`src/hdl/dpsc_defs.svh`:
```
// Behaviour
// - DSCP 0x36/0x37 use map register 0x035B fields
// - DSCP 0x38/0x39 use map register 0x035C fields
// - DSCP 0x3A/0x3B use map register 0x035D fields
// - DSCP 0x3C/0x3D use map register 0x035E fields
// - DSCP 0x3E/0x3F use map register 0x035F fields
// - Two 3-bit fields, reset zero, bits 7,3 zero
// - IGMP snoop enable bit 6 sends IGMP to host
// - MLD snoop enable bit 2 sends MLD to host
// - Option set: next header 43,44,50,51,60 match
// - Option clear: next header 1 or 58 match
// - Sniff bit set: source and destination match
// - Sniff bit clear: source or destination match
// - Mirror needs per-port ingress mirror setting too
// - Colour register: red 11, yellow 10, green 01
`ifndef DPSC_DEFS_SVH
`define DPSC_DEFS_SVH
// ----------------------------------------
// Register offsets
// ----------------------------------------
`define DPSC_ADDR_W 16
`define DPSC_OFF_MAP_36 16'h035B
`define DPSC_OFF_MAP_38 16'h035C
`define DPSC_OFF_MAP_3A 16'h035D
`define DPSC_OFF_MAP_3C 16'h035E
`define DPSC_OFF_MAP_3E 16'h035F
`define DPSC_OFF_GLOBAL 16'h0370
`define DPSC_OFF_COLOUR 16'h0378
// ----------------------------------------
// Field layout and resets
// ----------------------------------------
`define DPSC_MAP_MASK 8'h77
`define DPSC_GLB_MASK 8'h4D
`define DPSC_COL_MASK 8'h3F
`define DPSC_COL_RESET 8'h39
`define DPSC_BIT_IGMP 6
`define DPSC_BIT_MLDOPT 3
`define DPSC_BIT_MLD 2
`define DPSC_BIT_SNIFF 0
`define DPSC_DSCP_BASE 6'h36
`define DPSC_NMAP 5
// ----------------------------------------
// IPv6 next header codes
// ----------------------------------------
`define DPSC_NH_HOP 8'h00
`define DPSC_NH_ICMP 8'h01
`define DPSC_NH_ICMP6 8'h3A
`define DPSC_NH_43 8'h2B
`define DPSC_NH_44 8'h2C
`define DPSC_NH_50 8'h32
`define DPSC_NH_51 8'h33
`define DPSC_NH_60 8'h3C
`endif

```
`src/hdl/dpsc_pkg.sv`:
```
`default_nettype none
package dpsc_pkg;
  typedef logic [7:0] dpsc_byte_t;
  typedef logic [2:0] dpsc_prio_t;
  typedef enum logic [1:0] {DPSC_IP_NONE = 2'h0, DPSC_IP_V4 = 2'h1, DPSC_IP_V6 = 2'h3}
    dpsc_ipver_t;
endpackage : dpsc_pkg
`default_nettype wire

```
`src/hdl/dpsc_cfg_if.sv`:
```
`default_nettype none
// Configuration fields handed from the register file to the classifier
interface dpsc_cfg_if;
  logic [7:0] map [0:4];
  logic igmp_en;
  logic mld_en;
  logic mld_opt;
  logic sniff_and;
  modport regs (output map, output igmp_en, output mld_en, output mld_opt, output sniff_and);
  modport cls (input map, input igmp_en, input mld_en, input mld_opt, input sniff_and);
endinterface : dpsc_cfg_if
`default_nettype wire

```
`src/hdl/dpsc_regs.sv`:
```
`include "dpsc_defs.svh"
`default_nettype none
module dpsc_regs (
  // Clock and reset
  input wire logic clock,
  input wire logic rst,
  // Register port
  input wire logic [15:0] addr,
  input wire logic [7:0] wdata,
  input wire logic wr,
  input wire logic rd,
  output logic [7:0] rdata,
  // Colour values
  output logic [5:0] colour,
  // Configuration out
  dpsc_cfg_if.regs cfg
);
  logic [7:0] map_q [0:4];
  logic [7:0] map_d [0:4];
  logic [7:0] glb_q, glb_d, col_q, col_d, rd_q, rd_d;

  // ----------------------------------------
  // Decode and next state
  // ----------------------------------------
  // Masks keep reserved bits at zero so reads need no extra gating
  always_comb
  begin
    for (int i = 0; i < `DPSC_NMAP; i++)
    begin
      map_d[i] = map_q[i];
    end
    glb_d = glb_q;
    col_d = col_q;
    rd_d = 8'h00;
    if (wr)
    begin
      case (addr)
        `DPSC_OFF_MAP_36: map_d[0] = wdata & `DPSC_MAP_MASK;
        `DPSC_OFF_MAP_38: map_d[1] = wdata & `DPSC_MAP_MASK;
        `DPSC_OFF_MAP_3A: map_d[2] = wdata & `DPSC_MAP_MASK;
        `DPSC_OFF_MAP_3C: map_d[3] = wdata & `DPSC_MAP_MASK;
        `DPSC_OFF_MAP_3E: map_d[4] = wdata & `DPSC_MAP_MASK;
        `DPSC_OFF_GLOBAL: glb_d = wdata & `DPSC_GLB_MASK;
        `DPSC_OFF_COLOUR: col_d = wdata & `DPSC_COL_MASK;
        default: ;
      endcase
    end
    if (rd)
    begin
      case (addr)
        `DPSC_OFF_MAP_36: rd_d = map_q[0];
        `DPSC_OFF_MAP_38: rd_d = map_q[1];
        `DPSC_OFF_MAP_3A: rd_d = map_q[2];
        `DPSC_OFF_MAP_3C: rd_d = map_q[3];
        `DPSC_OFF_MAP_3E: rd_d = map_q[4];
        `DPSC_OFF_GLOBAL: rd_d = glb_q;
        `DPSC_OFF_COLOUR: rd_d = col_q;
        default: rd_d = 8'h00;
      endcase
    end
  end

  // Registers
  always_ff @(posedge clock or posedge rst)
  begin
    if (rst)
    begin
      for (int i = 0; i < `DPSC_NMAP; i++)
      begin
        map_q[i] <= 8'h00;
      end
      glb_q <= 8'h00;
      col_q <= `DPSC_COL_RESET;
      rd_q <= 8'h00;
    end
    else
    begin
      for (int i = 0; i < `DPSC_NMAP; i++)
      begin
        map_q[i] <= map_d[i];
      end
      glb_q <= glb_d;
      col_q <= col_d;
      rd_q <= rd_d;
    end
  end

  // Outputs
  assign rdata = rd_q;
  assign colour = col_q[5:0];
  assign cfg.map = map_q;
  assign cfg.igmp_en = glb_q[`DPSC_BIT_IGMP];
  assign cfg.mld_en = glb_q[`DPSC_BIT_MLD];
  assign cfg.mld_opt = glb_q[`DPSC_BIT_MLDOPT];
  assign cfg.sniff_and = glb_q[`DPSC_BIT_SNIFF];
endmodule : dpsc_regs
`default_nettype wire

```
`src/hdl/dpsc_classify.sv`:
```
`include "dpsc_defs.svh"
`default_nettype none
module dpsc_classify (
  // Frame descriptor
  input wire dpsc_pkg::dpsc_ipver_t ipver,
  input wire logic [7:0] tos,
  input wire logic is_igmp,
  input wire logic [7:0] next_hdr,
  input wire logic [7:0] hop_next_hdr,
  input wire logic src_match,
  input wire logic dst_match,
  input wire logic port_mirror_en,
  // Configuration
  dpsc_cfg_if.cls cfg,
  // Results
  output logic prio_hit,
  output logic [2:0] prio,
  output logic to_host,
  output logic mirror
);
  logic [5:0] dscp;
  logic [5:0] idx;
  logic [7:0] sel;
  logic nh_ok;
  logic hop_ok;
  logic is_v6;

  // Next header match; one function serves both header levels
  function automatic logic dpsc_nh_match(input logic [7:0] nh, input logic opt);
    if (opt)
      dpsc_nh_match = (nh == `DPSC_NH_43) || (nh == `DPSC_NH_44) || (nh == `DPSC_NH_50)
                      || (nh == `DPSC_NH_51) || (nh == `DPSC_NH_60);
    else
      dpsc_nh_match = (nh == `DPSC_NH_ICMP) || (nh == `DPSC_NH_ICMP6);
  endfunction : dpsc_nh_match

  // ----------------------------------------
  // Priority lookup
  // ----------------------------------------
  assign dscp = tos[7:2];
  assign idx = dscp - `DPSC_DSCP_BASE;
  always_comb
  begin
    prio_hit = (ipver != dpsc_pkg::DPSC_IP_NONE) && (dscp >= `DPSC_DSCP_BASE);
    sel = prio_hit ? cfg.map[idx[3:1]] : 8'h00;
    prio = idx[0] ? sel[6:4] : sel[2:0];
  end

  // ----------------------------------------
  // Snooping and sniffing
  // ----------------------------------------
  assign is_v6 = (ipver == dpsc_pkg::DPSC_IP_V6);
  assign nh_ok = dpsc_nh_match(next_hdr, cfg.mld_opt);
  assign hop_ok = (next_hdr == `DPSC_NH_HOP) && dpsc_nh_match(hop_next_hdr, cfg.mld_opt);
  always_comb
  begin
    to_host = (cfg.igmp_en && (ipver == dpsc_pkg::DPSC_IP_V4) && is_igmp)
              || (cfg.mld_en && is_v6 && (nh_ok || hop_ok));
    // Global select alone never mirrors; the port setting gates it
    mirror = port_mirror_en && (cfg.sniff_and ? (src_match && dst_match)
                                              : (src_match || dst_match));
  end
endmodule : dpsc_classify
`default_nettype wire

```
`src/hdl/dpsc_top.sv`:
```
`include "dpsc_defs.svh"
`default_nettype none
module dpsc_top (
  // Clock and reset
  input wire logic clock,
  input wire logic rst,
  // Register port
  input wire logic [15:0] addr,
  input wire logic [7:0] wdata,
  input wire logic wr,
  input wire logic rd,
  output logic [7:0] rdata,
  // Frame descriptor, same clock, valid with frame_valid
  input wire logic frame_valid,
  input wire dpsc_pkg::dpsc_ipver_t ipver,
  input wire logic [7:0] tos,
  input wire logic is_igmp,
  input wire logic [7:0] next_hdr,
  input wire logic [7:0] hop_next_hdr,
  input wire logic src_match,
  input wire logic dst_match,
  input wire logic port_mirror_en,
  // Results, one cycle after frame_valid; colour comes straight from the register file
  output logic res_valid,
  output logic prio_hit,
  output logic [2:0] prio,
  output logic to_host,
  output logic mirror,
  output logic [5:0] colour
);
  dpsc_cfg_if cfg_bus ();
  logic [7:0] rdata_w;
  logic [5:0] colour_w;
  logic hit_w, host_w, mir_w;
  logic [2:0] prio_w;
  logic [5:0] res_d, res_q;
  logic val_q;

  // Register file; read data already registered inside
  dpsc_regs u_regs (
    .clock(clock),
    .rst(rst),
    .addr(addr),
    .wdata(wdata),
    .wr(wr),
    .rd(rd),
    .rdata(rdata_w),
    .colour(colour_w),
    .cfg(cfg_bus.regs)
  );

  // Combinational classifier
  dpsc_classify u_cls (
    .ipver(ipver),
    .tos(tos),
    .is_igmp(is_igmp),
    .next_hdr(next_hdr),
    .hop_next_hdr(hop_next_hdr),
    .src_match(src_match),
    .dst_match(dst_match),
    .port_mirror_en(port_mirror_en),
    .cfg(cfg_bus.cls),
    .prio_hit(hit_w),
    .prio(prio_w),
    .to_host(host_w),
    .mirror(mir_w)
  );

  // Results are zero outside a valid frame so stale decisions never leak
  always_comb
  begin
    res_d = frame_valid ? {hit_w, prio_w, host_w, mir_w} : 6'h00;
  end

  always_ff @(posedge clock or posedge rst)
  begin
    if (rst)
    begin
      res_q <= 6'h00;
      val_q <= 1'b0;
    end
    else
    begin
      res_q <= res_d;
      val_q <= frame_valid;
    end
  end

  assign rdata = rdata_w;
  assign colour = colour_w;
  assign res_valid = val_q;
  assign prio_hit = res_q[5];
  assign prio = res_q[4:2];
  assign to_host = res_q[1];
  assign mirror = res_q[0];
endmodule : dpsc_top
`default_nettype wire

```
`config.mk`:
```
export PLATFORM = sky130hd
export DESIGN_NAME = dpsc_top
export DESIGN_NICKNAME = d
export VERILOG_FILES = /design/src/hdl/dpsc_pkg.sv /design/src/hdl/dpsc_cfg_if.sv /design/src/hdl/dpsc_regs.sv /design/src/hdl/dpsc_classify.sv /design/src/hdl/dpsc_top.sv
export VERILOG_INCLUDE_DIRS = /design/src /design/src/hdl
export SDC_FILE = /design/constraint.sdc
export NUM_CORES = 1
export LEC_CHECK = 0
export BUFFER_PORTS_ARGS = -buffer_cell sky130_fd_sc_hd__buf_2
export CAP_MARGIN = 20
export CORE_MARGIN = 2
export CORE_UTILIZATION = 52
export CTS_CLUSTER_SIZE = 24
export DETAILED_ROUTE_END_ITERATION = 6
export HOLD_SLACK_MARGIN = 0.03
export PLACE_DENSITY = 0.8
export SYNTH_ARGS = -nofsm -noshare
export SYNTH_HDL_FRONTEND = slang
export SYNTH_SLANG_ARGS = --single-unit
```
`constraint.sdc`:
```
create_clock -name clock -period 1.7 [get_ports clock]
set_input_delay 0.17 -clock clock [delete_from_list [all_inputs] [get_ports clock]]
set_output_delay 0.17 -clock clock [all_outputs]
set_load 0.02 [all_outputs]
```
==> results.py <==
metrics = {
    "synth": {
        "synth_edf_count": 0,
        "synth_warnings": 0,
        "netlist-cell-type-count": 46,
        "avgSynthCellArea_um2": 12.3,
        "syn_nets": 296,
        "syn-cell-area_um2": 2900,
        "synth_cells": 236,
        "async_flop_share_pct": 100,
        "synth_seq_area_share_pct": 46.8,
        "synth_flop_cell": "dfrtp_1",
        "synth-seq-cells": 54,
    },
    "place": {
        "dpl.cell_count": 405,
        "port_buffers": 75,
        "hpwl_mm": 5.56,
        "gp_congestion": 0.871,
    },
    "clock_network": {
        "insertion_delay_ns": 0.32,
        "root_buffer": "clkbuf_8",
        "cts_resized": 0,
        "cts.sinks": 54,
        "cts_max_level": 2,
        "cts.path.max_buffers": 2,
        "post-cts-setup-buffer-count": 0,
        "cts.clk_slew.worst_paths_ns": 0.10,
        "tritoncts": "built",
        "numCtsBuffers": 5,
    },
    "pwr": {
        "p_per_area_nw_per_um2": 660,
        "peakVddDrop_mv": 0.455,
        "power.leakage_nw": 1.78,
    },
    "critical_path": {
        "required_ns": 1.91,
        "cp_slowest_cell": "dfrtp_1",
        "crit_family": "compound AO/OA/AOI/OAI gates",
        "startpoint_type": "register",
        "crit_chain": "nor2b_1 > o22ai_1 > nand4_1 > a2111o_1 > a311oi_1",
        "path_buf_inv": 0,
        "r2r_slack_ns": 0.07,
        "worstPathArrival_ns": 1.84,
        "critPathMaxFanout": 7,
        "slowest_delay_ns": 0.48,
        "endpoint_kind": "register",
        "critPathKind": "register to register",
    },
    "floorplanning": {
        "start_util_pct": 53.3,
        "die_h_um": 78.7,
        "core-area_um2": 5440,
        "io_pins": 80,
        "die-area_um2": 6190,
        "fp.dieW_um": 78.7,
        "rows": 27,
    },
    "global_route": {
        "grt_max_degree": 55,
        "grt_usage_pct": 25.2,
        "grt_pass1_vias": 2365,
        "grt_pass1_wl_mm": 11.9,
        "antenna_found_initial": 0,
        "grt_overflow_total": 0,
    },
    "routing": {
        "post_drt_via_cell_ratio": 5.75,
        "routed_wl_mm": 7.37,
        "vias": 2388,
        "drt_iter0_drc": 181,
        "dr.pass1.iters": 4,
        "ant_nets": 0,
        "drc": 0,
        "wire_per_inst_um": 17.8,
    },
    "final_layout": {
        "antennaDiodeCount": 0,
        "nets": 402,
        "final_layout_size_suffix_gt1_share_pct": 53.1,
        "utilization_pct": 68.0,
        "finalNonFillerCells": 415,
        "synthToLayoutAreaGrowth_pct": 27.5,
    },
    "timing": {
        "fmax_ghz": 0.612,
        "setup_viol": 0,
        "slew_viol_final": 0,
        "slew_headroom_pct": 51.0,
        "skew_ns": 0.0112,
        "period_needed_ns": 1.63,
        "hold_viol_final": 0,
        "tightest_slew_ns": 0.728,
        "setup-tns-final_ns": 0,
        "fin_hold_ws_ns": 0.107,
        "rsz0062_at_grt": "no",
        "min_period_over_period_pct": 96.1,
    },
    "worst_hold_path": {
        "hp-class": "primary input to register",
    },
    "job": {
        "cap_violations": 0,
    },
    "run_status": {
        "status": "finished, final reports clean",
    },
}
[synthesized netlist by cell type (all sizes together), types with 3 or more instances]
| cell type | instances | area [um^2] |
|---|---|---|
| a211oi | 6 | 45.0 |
| a21oi | 13 | 65.1 |
| a22oi | 8 | 60.1 |
| buf | 3 | 17.5 |
| clkbuf | 3 | 11.3 |
| dfrtp | 50 | 1250 |
| dfstp | 4 | 105 |
| inv | 7 | 26.3 |
| mux2 | 41 | 462 |
| mux4 | 12 | 270 |
| nand2 | 21 | 78.8 |
| nand3 | 4 | 20.0 |
| nand4 | 3 | 18.8 |
| nor2 | 18 | 72.6 |
| nor2b | 4 | 25.0 |
| nor3 | 4 | 31.3 |
| nor4 | 3 | 63.8 |
| o21ai | 4 | 20.0 |
| or4 | 3 | 26.3 |
[worst paths after layout]
path                                    start                  to  cells past startpoint
min in group asynchronous                 rst     u_regs.rdata[1]                      4
setup reg to reg              u_regs.glb_q[3]            res_q[1]                      5
max in group asynchronous                 rst     u_regs.col_q[3]                      4
hold / removal                 port_mirror_en            res_q[0]                      2
setup / recovery              u_regs.glb_q[3]            res_q[1]                      5
hold reg to reg            u_regs.cfg.map[17]  u_regs.cfg.map[17]                      1
[sequential cells by signal, summed over array words and instances, names as in the netlist]
register	cells
res_q	6
res_valid	1
u_regs.cfg.map	30
u_regs.col_q	6
u_regs.glb_q	4
u_regs.rdata	7
[cell type report]
class	count	area, um^2
clock buffer	5	68.8
sequential	54	1360
timing repair buffer	105	618
clock inverter	3	40.0
inverter	7	26.3
fill	406	1740
multi-input combinational	169	1500
tap	72	90.1
[cells by family after synthesis]
logic type	after synthesis	share of synthesized area, %
multiplexers	53	25.3
buffers and inverters	13	1.90
AO/OA/AOI/OAI	39	8.76
AND/OR/NAND/NOR	74	16.4
other	1	0.129
XOR/XNOR	1	0.302
flip-flops	54	46.8
adder cells (fa/ha/maj)	1	0.432
[layer usage]
metal	global-route usage, %	vias up	part of all wire, %
met5	0	-	0
met4	7.37	0	1.2
met3	4.14	10	5.8
met2	40.9	96	49
met1	35.1	1185	44
li1	-	1097	-
[where the power goes]
part	switching (mW)	internal (mW)	total [mW]
logic	0.158	0.116	0.274
clock network	0.441	0.434	0.876
registers	0.00132	1.29	1.29
total	0.600	1.84	2.44
[through the flow]
step	setup slack, ns	instance area (um^2)	power, mW
CTS	0.0822	3700	2.45
global placement	-0.194	3570	1.57
floorplan	-0.0567	2910	1.43
global route	0.0115	3700	2.52
detailed placement	-0.250	3570	1.58
finish	0.0671	3700	2.44
[repair_timing]
action | CTS | global route
endpoints found under the hold margin | 51 | 0
hold buffers | 2 | 0
setup endpoints to repair | 0 | 0
[placed cells by master, fill, tap and decap left out, types with 2 or more instances in the layout]
| master | netlist | final |
|---|---|---|
| clkbuf_8 | 0 | 5 |
| nor3_1 | 3 | 3 |
| dlygate4sd3_1 | 0 | 2 |
| and3_1 | 2 | 2 |
| mux2_2 | 41 | 41 |
| clkinv_2 | 0 | 2 |
| nand4_1 | 3 | 3 |
| nor4_4 | 3 | 3 |
| buf_4 | 1 | 27 |
| or4_1 | 2 | 2 |
| dfstp_2 | 4 | 4 |
| mux4_2 | 12 | 12 |
| a22oi_1 | 8 | 8 |
| o22ai_1 | 2 | 2 |
| nand3_1 | 4 | 3 |
| nor2_1 | 16 | 16 |
| a211oi_1 | 6 | 6 |
| nor2b_1 | 4 | 4 |
| nand2_1 | 21 | 21 |
| buf_2 | 2 | 75 |
| inv_1 | 7 | 6 |
| a311oi_1 | 2 | 2 |
| o21ai_0 | 3 | 3 |
| a21oi_1 | 13 | 13 |
| dfrtp_1 | 50 | 50 |
(Power assumes the default switching activity.)
